File: src/hdl/xcvr_pwr_pkg.sv
// Package with constants for the transceiver power and enable controller.
// Functional notes
// RQ1 - Forced standby tri-states transmitters and main receivers.
// RQ2 - Thirty seconds without edges disables transmitters and charge pumps, not receivers.
// RQ3 - Any valid edge wakes supply and drivers.
// RQ4 - Force inputs override the inactivity logic.
// RQ5 - No force asserted: inactivity timer picks state.
// RQ6 - Shutdown stops both charge pumps, tri-states transmitters.
// RQ7 - Transmitters stay disabled 25 us after wake.
// RQ8 - Monitor receiver copy always driven, noninverting.
// RQ9 - Main receivers invert, tri-state in forced standby.
// RQ10 - Enabled transmitter drives inverse of its input.
// RQ11 - Signal-present high when any receiver line valid.
// RQ12 - Charge pumps run below 5.5 V, stop above.
// RQ13 - Host ties both force inputs for software control.
// RQ14 - Transmitter and force inputs hold last valid level.
// RQ15 - Force-on high gives normal; low lets timer govern.
// RQ16 - Only threshold-crossing edges restart the timer.
// RQ17 - Inactivity timer is a counter restarted by edges.
package xcvr_pwr_pkg;

    // Clock and timing.
    localparam int unsigned CLK_MHZ = 250;
    localparam int unsigned IDLE_TIMEOUT_S = 30;
    localparam longint unsigned IDLE_CYCLES =
        longint'(IDLE_TIMEOUT_S) * 64'd1000000 * longint'(CLK_MHZ);
    localparam int unsigned WAKE_RECOVERY_US = 25;
    localparam int unsigned WAKE_CYCLES = WAKE_RECOVERY_US * CLK_MHZ;

    // Channel counts.
    localparam int unsigned NUM_TX = 5;
    localparam int unsigned NUM_RX = 3;

    // Register byte addresses.
    localparam logic [7:0] CTRL_OFS = 8'h00;
    localparam logic [7:0] STATUS_OFS = 8'h04;
    localparam logic [7:0] IRQ_STAT_OFS = 8'h08;
    localparam logic [7:0] IRQ_MASK_OFS = 8'h0c;

    // Control register fields.
    localparam int unsigned CTRL_FORCE_ACT_BIT = 0;
    localparam int unsigned CTRL_FORCE_STBY_N_BIT = 1;
    localparam logic [1:0] CTRL_RESET = 2'h2;

    // Status register fields.
    localparam int unsigned ST_STATE_LSB = 0;
    localparam int unsigned ST_PRESENT_BIT = 2;
    localparam int unsigned ST_TXEN_BIT = 3;
    localparam int unsigned ST_PUMP_BIT = 4;

    // Interrupt event bits.
    localparam int unsigned EV_SLEEP_BIT = 0;
    localparam int unsigned EV_WAKE_BIT = 1;
    localparam int unsigned EV_PRESENT_BIT = 2;
    localparam int unsigned NUM_EV = 3;
    localparam logic [2:0] IRQ_MASK_RESET = 3'h0;

    // Operating states, Gray coded in declaration order.
    typedef enum logic [1:0] {
        ST_ACTIVE = 2'b00,
        ST_AUTO_OFF = 2'b01,
        ST_RECOVER = 2'b11,
        ST_FORCED_OFF = 2'b10
    } pwr_state_t;

    // AHB transfer type.
    localparam logic [1:0] HTRANS_NONSEQ = 2'b10;

endpackage

File: src/hdl/edge_sync.sv
// Two-stage synchroniser with edge detection for one pin.
`timescale 1ns/1ns
module edge_sync (
    // Clock and reset.
    input wire logic clk_i,
    input wire logic rstn_i,
    // Asynchronous pin and its synchronised view.
    input wire logic pin_i,
    output logic level_o,
    output logic edge_o
);

    logic meta_reg;
    logic sync_reg;
    logic prev_reg;

    // The first stage feeds only the second stage.
    always_ff @(posedge clk_i or negedge rstn_i) begin
        if (!rstn_i) begin
            meta_reg <= 1'b0;
            sync_reg <= 1'b0;
            prev_reg <= 1'b0;
        end else begin
            meta_reg <= pin_i;
            sync_reg <= meta_reg;
            prev_reg <= sync_reg;
        end
    end

    // A change across the threshold-qualified level is an edge.
    assign level_o = sync_reg;
    assign edge_o = sync_reg ^ prev_reg; // see RQ16

endmodule // edge_sync

File: src/hdl/xcvr_pwr_ctrl.sv
// Power, enable and inactivity controller for an RS-232 transceiver.
`timescale 1ns/1ns
module xcvr_pwr_ctrl #(
    parameter longint unsigned IDLE_COUNT = xcvr_pwr_pkg::IDLE_CYCLES,
    parameter int unsigned WAKE_COUNT = xcvr_pwr_pkg::WAKE_CYCLES
) (
    // Clock and reset.
    input wire logic clk_i,
    input wire logic rstn_i,
    // AHB-Lite slave.
    input wire logic hsel_i,
    input wire logic [31:0] haddr_i,
    input wire logic [1:0] htrans_i,
    input wire logic hwrite_i,
    input wire logic [2:0] hsize_i,
    input wire logic [31:0] hwdata_i,
    input wire logic hready_i,
    output logic [31:0] hrdata_o,
    output logic hreadyout_o,
    output logic hresp_o,
    // Force pins and their driver enables (low means floating).
    input wire logic force_active_in_i,
    input wire logic force_active_drv_i,
    input wire logic force_standby_n_i,
    input wire logic force_standby_drv_i,
    // Transmitter logic inputs and their driver enables.
    input wire logic [xcvr_pwr_pkg::NUM_TX-1:0] tx_in_i,
    input wire logic [xcvr_pwr_pkg::NUM_TX-1:0] tx_drv_i,
    // Receiver line inputs: polarity and valid-level flag.
    input wire logic [xcvr_pwr_pkg::NUM_RX-1:0] rx_line_i,
    input wire logic [xcvr_pwr_pkg::NUM_RX-1:0] rx_valid_i,
    // Charge pump magnitude above 5.5 V comparators.
    input wire logic pump_pos_high_i,
    input wire logic pump_neg_high_i,
    // Transmitter outputs with enables.
    output logic [xcvr_pwr_pkg::NUM_TX-1:0] tx_out_o,
    output logic [xcvr_pwr_pkg::NUM_TX-1:0] tx_oe_o,
    // Receiver outputs with enables.
    output logic [xcvr_pwr_pkg::NUM_RX-1:0] rx_out_o,
    output logic [xcvr_pwr_pkg::NUM_RX-1:0] rx_oe_o,
    output logic monitor_rx_out_o,
    // Status and power outputs.
    output logic signal_present_o,
    output logic pump_pos_en_o,
    output logic pump_neg_en_o,
    output logic irq_o
);
    import xcvr_pwr_pkg::*;

    // Width of the inactivity counter; 33 bits reach 30 s at 250 MHz.
    localparam int unsigned IDLE_W = 33;

    // Refuse counts the counters cannot hold.
    if (IDLE_COUNT < 2 || IDLE_COUNT > 64'h1_ffff_ffff ||
        WAKE_COUNT < 1) begin : g_bad_timing
        $error("xcvr_pwr_ctrl: bad timing parameters");
    end

    // Synchronised pins and edges.
    localparam int unsigned NPIN = NUM_TX + NUM_RX * 2 + 4;
    logic [NPIN-1:0] pin_raw;
    logic [NPIN-1:0] pin_lvl;
    logic [NPIN-1:0] pin_edge;

    assign pin_raw = {pump_neg_high_i, pump_pos_high_i,
                      force_standby_drv_i, force_active_drv_i,
                      rx_valid_i, rx_line_i, tx_drv_i};

    genvar g;
    generate
        for (g = 0; g < NPIN; g++) begin : g_sync
            edge_sync u_sync (
                .clk_i(clk_i),
                .rstn_i(rstn_i),
                .pin_i(pin_raw[g]),
                .level_o(pin_lvl[g]),
                .edge_o(pin_edge[g])
            );
        end
    endgenerate

    // Held pins: the data path synchronises the pin, the holder keeps it.
    logic [NUM_TX+1:0] hold_raw;
    logic [NUM_TX+1:0] hold_lvl;
    logic [NUM_TX+1:0] hold_edge;
    assign hold_raw = {force_standby_n_i, force_active_in_i, tx_in_i};

    generate
        for (g = 0; g < NUM_TX + 2; g++) begin : g_hsync
            edge_sync u_hsync (
                .clk_i(clk_i),
                .rstn_i(rstn_i),
                .pin_i(hold_raw[g]),
                .level_o(hold_lvl[g]),
                .edge_o(hold_edge[g])
            );
        end
    endgenerate

    // Synchronised views of each pin group.
    wire [NUM_TX-1:0] tx_drv_s = pin_lvl[NUM_TX-1:0];
    wire [NUM_RX-1:0] rx_line_s = pin_lvl[NUM_TX +: NUM_RX];
    wire [NUM_RX-1:0] rx_valid_s = pin_lvl[NUM_TX+NUM_RX +: NUM_RX];
    wire [NUM_RX-1:0] rx_edge_s = pin_edge[NUM_TX +: NUM_RX];
    wire fa_drv_s = pin_lvl[NUM_TX+2*NUM_RX];
    wire fs_drv_s = pin_lvl[NUM_TX+2*NUM_RX+1];
    wire pos_high_s = pin_lvl[NUM_TX+2*NUM_RX+2];
    wire neg_high_s = pin_lvl[NUM_TX+2*NUM_RX+3];
    wire [NUM_TX+1:0] hold_drv = {fs_drv_s, fa_drv_s, tx_drv_s};

    // Bus-keeper: a driven input updates, a floating one keeps its level.
    logic [NUM_TX+1:0] keep_reg;
    logic [NUM_TX+1:0] keep_next;
    assign keep_next = (hold_drv & hold_lvl) | (~hold_drv & keep_reg);

    always_ff @(posedge clk_i or negedge rstn_i) begin
        if (!rstn_i) begin
            keep_reg <= {2'b10, {NUM_TX{1'b0}}};
        end else begin
            keep_reg <= keep_next; // see RQ14
        end
    end

    // Software control register; either the pin or software alone forces standby.
    logic [1:0] ctrl_reg;
    wire [NUM_TX-1:0] tx_level = keep_reg[NUM_TX-1:0];
    wire force_act = keep_reg[NUM_TX] | ctrl_reg[CTRL_FORCE_ACT_BIT];
    wire force_stby = ~keep_reg[NUM_TX+1] |
                      ~ctrl_reg[CTRL_FORCE_STBY_N_BIT];

    // Qualifying activity: threshold-crossing edges on driven tx inputs
    // or on receivers carrying a valid level.
    wire tx_act = |(hold_edge[NUM_TX-1:0] & tx_drv_s);
    wire rx_act = |(rx_edge_s & rx_valid_s);
    wire activity = tx_act | rx_act; // see RQ16

    // Inactivity counter, restarted by each qualifying edge.
    logic [IDLE_W-1:0] idle_cnt_reg;
    logic [IDLE_W-1:0] idle_cnt_next;
    wire idle_done = idle_cnt_reg == IDLE_W'(IDLE_COUNT - 1);
    assign idle_cnt_next = activity ? {IDLE_W{1'b0}} :
                           idle_done ? idle_cnt_reg :
                           idle_cnt_reg + IDLE_W'(1);

    always_ff @(posedge clk_i or negedge rstn_i) begin
        if (!rstn_i) begin
            idle_cnt_reg <= {IDLE_W{1'b0}};
        end else begin
            idle_cnt_reg <= idle_cnt_next; // see RQ17
        end
    end

    // Power state machine with forced inputs taking priority.
    pwr_state_t state_reg;
    pwr_state_t state_next;
    logic [31:0] wake_cnt_reg;
    wire wake_done = wake_cnt_reg == 32'(WAKE_COUNT - 1);

    always_comb begin
        state_next = state_reg;
        if (force_stby) begin
            state_next = ST_FORCED_OFF; // see RQ1, RQ4
        end else begin
            case (state_reg)
                ST_ACTIVE: begin
                    if (!force_act && idle_done) begin
                        state_next = ST_AUTO_OFF; // see RQ2, RQ5, RQ15
                    end
                end
                ST_AUTO_OFF: begin
                    if (activity || force_act) begin
                        state_next = ST_RECOVER; // see RQ3, RQ4
                    end
                end
                ST_RECOVER: begin
                    if (wake_done) begin
                        state_next = ST_ACTIVE; // see RQ7
                    end
                end
                ST_FORCED_OFF: begin
                    state_next = ST_RECOVER;
                end
                default: begin
                    state_next = ST_FORCED_OFF;
                end
            endcase
        end
    end

    always_ff @(posedge clk_i or negedge rstn_i) begin
        if (!rstn_i) begin
            state_reg <= ST_FORCED_OFF;
            wake_cnt_reg <= 32'h0000_0000;
        end else begin
            state_reg <= state_next;
            wake_cnt_reg <= (state_reg == ST_RECOVER) ?
                            wake_cnt_reg + 32'h0000_0001 :
                            32'h0000_0000; // see RQ7
        end
    end

    // Supply and output enables derived from the state.
    wire supply_on = state_next != ST_AUTO_OFF &&
                     state_next != ST_FORCED_OFF; // see RQ6
    wire tx_en = state_next == ST_ACTIVE; // see RQ7
    wire rx_en = state_next != ST_FORCED_OFF; // see RQ9
    wire present = |rx_valid_s;

    // Registered pin outputs.
    always_ff @(posedge clk_i or negedge rstn_i) begin
        if (!rstn_i) begin
            tx_out_o <= '0;
            tx_oe_o <= '0;
            rx_out_o <= '0;
            rx_oe_o <= '0;
            monitor_rx_out_o <= 1'b0;
            signal_present_o <= 1'b0;
            pump_pos_en_o <= 1'b0;
            pump_neg_en_o <= 1'b0;
        end else begin
            tx_out_o <= ~tx_level; // see RQ10
            tx_oe_o <= {NUM_TX{tx_en}}; // see RQ2, RQ6
            rx_out_o <= ~rx_line_s; // see RQ9
            rx_oe_o <= {NUM_RX{rx_en}}; // see RQ1
            monitor_rx_out_o <= rx_line_s[0]; // see RQ8
            signal_present_o <= present; // see RQ11
            pump_pos_en_o <= supply_on & ~pos_high_s; // see RQ12
            pump_neg_en_o <= supply_on & ~neg_high_s; // see RQ12
        end
    end

    // Interrupt events: sleep entry, wake, signal-present change.
    logic present_d_reg;
    logic [NUM_EV-1:0] irq_stat_reg;
    logic [NUM_EV-1:0] irq_mask_reg;
    logic [NUM_EV-1:0] ev;
    assign ev[EV_SLEEP_BIT] = state_reg != ST_AUTO_OFF &&
                              state_next == ST_AUTO_OFF;
    assign ev[EV_WAKE_BIT] = state_reg == ST_RECOVER &&
                             state_next == ST_ACTIVE;
    assign ev[EV_PRESENT_BIT] = present != present_d_reg;

    // AHB address phase capture.
    logic wr_pend_reg;
    logic [7:0] addr_reg;
    wire take = hsel_i & hready_i & htrans_i[1];
    wire wr_ctrl = wr_pend_reg && addr_reg == CTRL_OFS;
    wire wr_stat = wr_pend_reg && addr_reg == IRQ_STAT_OFS;
    wire wr_mask = wr_pend_reg && addr_reg == IRQ_MASK_OFS;

    // Read data for the next data phase.
    logic [31:0] rd_mux;
    wire [7:0] rd_addr = haddr_i[7:0];
    wire [4:0] status_word = {supply_on, tx_en, present, state_next};
    assign rd_mux = (rd_addr == CTRL_OFS) ? {30'h0, ctrl_reg} :
                    (rd_addr == STATUS_OFS) ? {27'h0, status_word} :
                    (rd_addr == IRQ_STAT_OFS) ? {29'h0, irq_stat_reg} :
                    (rd_addr == IRQ_MASK_OFS) ? {29'h0, irq_mask_reg} :
                    32'h0000_0000;

    always_ff @(posedge clk_i or negedge rstn_i) begin
        if (!rstn_i) begin
            wr_pend_reg <= 1'b0;
            addr_reg <= 8'h00;
            hrdata_o <= 32'h0000_0000;
        end else begin
            wr_pend_reg <= take & hwrite_i;
            addr_reg <= haddr_i[7:0];
            if (take && !hwrite_i) begin
                hrdata_o <= rd_mux;
            end
        end
    end

    // Writable registers; a hardware event wins over a clearing write.
    always_ff @(posedge clk_i or negedge rstn_i) begin
        if (!rstn_i) begin
            ctrl_reg <= CTRL_RESET;
            irq_mask_reg <= IRQ_MASK_RESET;
            irq_stat_reg <= '0;
            present_d_reg <= 1'b0;
            irq_o <= 1'b0;
        end else begin
            present_d_reg <= present;
            if (wr_ctrl) begin
                ctrl_reg <= hwdata_i[1:0];
            end
            if (wr_mask) begin
                irq_mask_reg <= hwdata_i[NUM_EV-1:0];
            end
            irq_stat_reg <= (irq_stat_reg &
                             ~(wr_stat ? hwdata_i[NUM_EV-1:0] : '0)) | ev;
            irq_o <= |(irq_stat_reg & irq_mask_reg);
        end
    end

    // Zero wait states and an always-OKAY response.
    assign hreadyout_o = 1'b1;
    assign hresp_o = 1'b0;

endmodule // xcvr_pwr_ctrl

File: config.mk
export PLATFORM = sky130hd
export DESIGN_NAME = xcvr_pwr_ctrl
export DESIGN_NICKNAME = d
export VERILOG_FILES = /design/src/hdl/xcvr_pwr_pkg.sv /design/src/hdl/edge_sync.sv /design/src/hdl/xcvr_pwr_ctrl.sv
export SDC_FILE = /design/constraint.sdc
export NUM_CORES = 1
export LEC_CHECK = 0
export BUFFER_PORTS_ARGS = -buffer_cell sky130_fd_sc_hd__clkbuf_2
export CAP_MARGIN = 10
export CORE_MARGIN = 8
export CORE_UTILIZATION = 30
export CTS_BUF_LIST = sky130_fd_sc_hd__clkbuf_2
export CTS_CLUSTER_SIZE = 14
export DETAILED_ROUTE_END_ITERATION = 7
export PLACE_DENSITY = 0.49
export SYNTH_ARGS = -nofsm -noshare
export SYNTH_HDL_FRONTEND = slang
export SYNTH_SLANG_ARGS = --single-unit
File: constraint.sdc
create_clock -name clk_i -period 5.12 [get_ports clk_i]
set_clock_uncertainty 0.2 [all_clocks]
set_input_delay 0.512 -clock clk_i [delete_from_list [all_inputs] [get_ports clk_i]]
set_output_delay 0.512 -clock clk_i [all_outputs]
set_load 0.1 [all_outputs]
# Word-level counts from Yosys, hierarchy flattened
# Index checks and enable logic that the tools add are counted.
# totals
ff_bits	189
inputBits	96
out_inout_bits	55
wordCells	152
# op_classes
add_sub_neg	2
n_eq_ne	16
n_mux	13
n_bitwise	32
reduce_logical	19
# op_table
operator	count
33-bit two-way mux	2
33-bit by 1-bit adder with 33-bit output, second input constant	1
33-bit == test, second input constant	1
32-bit by 1-bit adder with 32-bit output, second input constant	1
32-bit by 13-bit == test with 1-bit output, second input constant	1
8-bit by 4-bit == test with 1-bit output, second input constant	4
32-bit two-way mux	1
8-bit zero test	2
7-bit AND	2
5-bit two-way mux	2
3-bit AND	3
3-bit two-way mux	3
3-bit OR reduction	3
8-bit by 3-bit == test with 1-bit output, second input constant	1
1-bit logical AND	8
2-bit two-way mux	4
2-bit one-hot mux with 4 select lines	1
1-bit XOR	8
7-bit NOT	1
7-bit OR	1
3-bit NOT	2
1-bit AND	5
5-bit AND	1
5-bit NOT	1
12 further kinds	23

# Logic depth before layout (Yosys ltp)
# depth
word_depth	12
mapped_depth	10
ltp_nobuf	10

# Hierarchy
# A second synthesis with hierarchy kept.
# unflattened
cells_unflattened	629
hier_area_um2	7337.0
# by_module_without_submodules
mod	n_inst	cells_per_inst	area_per_inst_um2	seq_area_each_um2
xcvr_pwr_ctrl	1	541	5492.8	2781.4
edge_sync	22	4	83.8	75.1

# Least setup slack after synthesis
# No wires, ideal clock.
# synth_path
path_kind	register to register
startpoint	register idle_cnt_reg[16]
endpoint	register hrdata_o[4]
setup_ps	83
arrival_time_ps	2381
t_required_ps	4837
path_slack_ps	2456
stages_incl_launch_ff	9
n_path_buf	1
synth_period_minus_slack_ps	2664
path_cell_list	dfrtp_1 -> and4bb_2 -> nand4_1 -> nor4_4 -> buf_6 -> a21boi_1 -> or3_1 -> ha_1 -> o21ai_0
# synth_between
elab_chain_len	9
elab_cells_between_ends	10
cone_classes	eq/ne (3); mux (5); reduce/logical (2)
# synth_lines
item	line_no	text
from (decl)	xcvr_pwr_ctrl.sv:138	logic [IDLE_W-1:0] idle_cnt_reg;
from (signal assigned)	xcvr_pwr_ctrl.sv:147	idle_cnt_reg <= {IDLE_W{1'b0}};
from (signal assigned)	xcvr_pwr_ctrl.sv:149	idle_cnt_reg <= idle_cnt_next;
33-bit == test (*)	xcvr_pwr_ctrl.sv:140	wire idle_done = idle_cnt_reg == IDLE_W'(IDLE_COUNT - 1);
1-bit logical AND (*)	xcvr_pwr_ctrl.sv:166	if (!force_act && idle_done) begin
2-bit two-way mux (*)	xcvr_pwr_ctrl.sv:166	
2-bit one-hot mux with 4 select lines (*)	xcvr_pwr_ctrl.sv:164	case (state_reg)
2-bit two-way mux (*)	xcvr_pwr_ctrl.sv:161	if (force_stby) begin
2-bit by 1-bit != test with 1-bit output or 2-bit != test (tied branches)	xcvr_pwr_ctrl.sv:203, xcvr_pwr_ctrl.sv:204	
1-bit logical AND (*)	xcvr_pwr_ctrl.sv:203	wire supply_on = state_next != ST_AUTO_OFF &&
5-bit two-way mux (*)	xcvr_pwr_ctrl.sv:256	(rd_addr == STATUS_OFS) ? {27'h0, status_word} :
5-bit two-way mux (*)	xcvr_pwr_ctrl.sv:255	assign rd_mux = (rd_addr == CTRL_OFS) ? {30'h0, ctrl_reg} :
to (signal assigned)	xcvr_pwr_ctrl.sv:270	hrdata_o <= rd_mux;
to (decl)	xcvr_pwr_ctrl.sv:18	output logic [31:0] hrdata_o,
# Every way passes the cells marked *; elsewhere a longest branch is shown, timed or not.
# A chain may end at the register's enable or synchronous reset.

# Worst setup path in the final report
# layout_path
startpoint	register idle_cnt_reg[23]
endpoint	register hrdata_o[4]
# Same word-level chain as after synthesis.

==> out/results.tsv <==
stage	metric	value	unit
timing	fin crit period	2.865	ns
synthesis	warning count from the yosys run	0	
layout	fill count	2297	
critical_path	worst endpoint required time	5.61	ns
power	Flop pwr share	56.5	%
cts	Inserted Clock Buffers	17	
run_status	status	finished clean	
power	Max rail drop VDD	0.1848	mV
route	1st-pass router iterations	7	
timing	Max Slew Vio Count	0	
floorplanning	Die Wd	168.5	um
critical_path	slowest CP cell	dfrtp_1	
grt	vias in the first global route	5023	
cts	CTS H-tree depth	4	
synthesis	Post-Syn Area	0.006978	mm^2
floorplanning	effective utilization at floorplan	30.18	%
critical_path	crit-path leading delay family	simple AND/OR/NAND/NOR gates	
grt	first-pass GRT wire length	24.98	mm
route	Via-to-Cell Ratio	4.756	
grt	GRT overflow	0	
power	cell-internal power	1.658	mW
timing	unrepaired setup endpoints after global routing	false	
critical_path	WP buf/inv	0	
synthesis	sequential share of the synthesized area	58.15	%
placed_design	placed instance area	0.007376	mm^2
power	Clk pwr share	33.3	%
flow_run	Max-Cap Viols	0	
route	Post-Route WL	14.35	mm
layout	fraction of layout cells with a size suffix above 1	15.78	%
timing	maximum clock frequency	349.0	MHz
critical_path	CP peak stage delay	0.48	ns
timing	Final Cycle Share	55.97	%
cts	clk sink count	162	
synthesis	Syn Area/Cell	11.22	um^2
layout	layout net count	824	
layout	Largest register FFs	33	
route	DR WL/cell	13.99	um
synthesis	Yosys cell types	57	
cts	Worst-Skew Late Latency	0.74	ns
synthesis	#FFs+latches synth	162	
critical_path	Setup crit end kind	flop	
layout	Area Overhead vs Synth	15.49	%
critical_path	crit-path max FO	4	
synthesis	Synth async-reset ratio	100.0	%
synthesis	Primary FF master, synth	dfrtp_1	
power	P_sw	702.5	uW
grt	antenna violations before repair	1	
route	Routed Antenna Nets	0	
power	P_leak	3.374	nW
route	total number of vias	4880	
synthesis	Syn Inst Count	622	
floorplanning	chip height	168.5	um
placed_design	pre-CTS setup slack	2.276	ns
cts	clk buf depth	2	
grt	largest net degree at the start of global routing	70	
route	drc violations	0	
floorplanning	FP Rows	56	
cts	Worst-path clk slew	0.26	ns
timing	final worst slack	2.255	ns
cts	CTS tree	done	
floorplanning	I/O Pins	151	
timing	worst slew pin tran	1.119	ns
timing	setup TNS	0	ns
placed_design	Routability Congestion	0.8189	
floorplanning	die area	0.02840	mm^2
critical_path	Setup CP Type	flop to flop	
cts	CTS root buffer	clkbuf_2	
power	Comb pwr share	10.2	%
timing	final setup vio count	0	
route	iteration-0 DRC count of the detailed router	269	
critical_path	CP arrival	3.35	ns
timing	Worst slew margin	25.20	%
placed_design	IO Port Bufs	64	
min_path	Hold Crit Class	primary input to asynchronous set/reset pin	
timing	final hold vios	0	
power	Net Sw Frac	29.76	%
layout	post-route cell area	0.008059	mm^2
grt	gr usage total	10.81	%
timing	Hold Worst Slack	0.07686	ns
power	PD cells	292.9	mW/mm^2
critical_path	nature of the critical path startpoint	flop	
synthesis	Post-synth EDFFs	0	
placed_design	Post-DP HPWL	9.817	mm
critical_path	cell chain of the critical path	nor4b_1 -> nand4_1 -> nor4_4 -> a21boi_1 -> or3_1 -> ha_1 -> o21ai_0	
floorplanning	Core Footprint	0.02312	mm^2
-- power by group through the flow --
stage	Combinational, mW	Sequential [mW]	Clock [mW]
6_report	0.241	1.33	0.786
5_1_grt	0.259	1.34	0.874
4_1_cts	0.243	1.33	0.820
3_5_place_dp	0.221	1.36	0
3_3_place_gp	0.219	1.36	0
2_1_floorplan	0.137	1.40	0
-- final timing paths --
path	start	endpoint	slack, ns	depth (start not counted)
worst max-delay path	idle_cnt_reg[23]	hrdata_o[4]	2.25	7
worst min-delay path	rstn_i	wake_cnt_reg[22]	0.08	2
worst max register to register	idle_cnt_reg[23]	hrdata_o[4]	2.25	7
worst min register to register	g_hsync[3].u_hsync.meta_reg	g_hsync[3].u_hsync.level_o	0.17	0
max in group asynchronous	rstn_i	wake_cnt_reg[1]	3.45	3
min in group clk_i	hwrite_i	hrdata_o[1]	0.13	5
-- cell usage after synthesis, drive strengths merged, types with 2 or more instances --
cell | instances | area [um^2]
dfrtp | 159 | 3979
nor2 | 56 | 210.2
nand2 | 42 | 157.7
buf | 41 | 334.1
a21oi | 27 | 135.1
nand4 | 23 | 150.1
xor2 | 23 | 201.4
nor4 | 22 | 152.7
or4 | 22 | 165.2
xnor2 | 22 | 192.7
nand3 | 21 | 105.1
inv | 19 | 71.32
o21ai | 19 | 95.09
clkbuf | 13 | 88.83
o31ai | 13 | 97.59
or3 | 12 | 76.33
nor3 | 11 | 55.05
and3 | 10 | 67.56
and4 | 8 | 70.07
mux2 | 8 | 90.08
ha | 6 | 75.07
a22oi | 5 | 37.54
and2 | 5 | 31.28
nor4b | 5 | 43.79
dfstp | 3 | 78.83
a21o | 2 | 15.01
conb | 2 | 7.510
mux2i | 2 | 20.02
nand3b | 2 | 15.01
or2 | 2 | 12.52
-- layout by cell type (no fill, tap or decap), types with 4 or more instances in the layout --
cell type,Yosys,routed
buf_4,35,4
o21ai_0,15,15
nor2_1,56,56
o21ai_1,4,4
o31ai_1,13,13
dfrtp_1,159,159
conb_1,2,29
inv_1,19,19
dlygate4sd3_1,0,40
nor4b_1,5,5
xnor2_1,22,22
and4_1,8,8
and2_1,5,5
or4_1,22,22
and3_1,9,9
ha_1,6,6
inv_6,0,5
a22oi_1,5,5
nor4_1,21,21
nand3_1,21,21
nand4_1,22,22
mux2_2,6,6
or3_1,11,11
xor2_1,23,23
nand2_1,42,42
nor3_1,11,11
clkbuf_2,0,81
a21oi_1,27,27
-- kinds of logic (layout without fill, tap and decap cells) --
group	Yosys count	in the layout	share of synthesized area [%]
xor+xnor	45	45	5.648
mux	10	10	1.578
compound gates	75	75	6.545
flops	162	162	58.15
buf+inv	73	159	7.082
fa+ha+maj	6	6	1.076
simple gates	249	249	19.81
other cells	2	30	0.1076
-- through the flow --
stage / total power, mW / util [%] / instances
final: 2.361 / 34.85 / 1026
after global routing: 2.472 / 34.85 / 1026
after CTS: 2.399 / 34.76 / 1023
after detailed placement: 1.578 / 31.90 / 953
after global placement: 1.574 / 31.90 / 953
after floorplan: 1.532 / - / 649
-- what timing repair did --
action / CTS / global route
resized for setup: 0 / 0
buffers inserted: 0 / 0
endpoints found under the hold margin: 111 / 1
hold buffers: 38 / 2
-- area by class of cell --
class                           count  area, um^2  share of cell area [%]
Antenna cell                        1       2.502                 0.03105
Clock buffer                       18       90.09                   1.118
Clock inverter                     14       190.2                   2.360
Inverter                           19       71.32                  0.8850
Multi-Input combinational cell    414        2527                   31.36
Sequential cell                   162        4058                   50.35
Tap cell                          290       362.8                   4.502
Timing Repair Buffer              108       757.0                   9.393
-- metal layers --
metal / vias up / wire length, um / part of all wire, % / GRT usage (%)
li1: 2356 / - / - / -
met1: 2380 / 6641 / 46 / 13.63
met3: 18 / 844 / 5.9 / 3.401
met5: - / 0 / 0 / 0
met2: 126 / 6665 / 46 / 17.21
met4: 0 / 203 / 1.4 / 3.882
(Power assumes the default switching activity.)
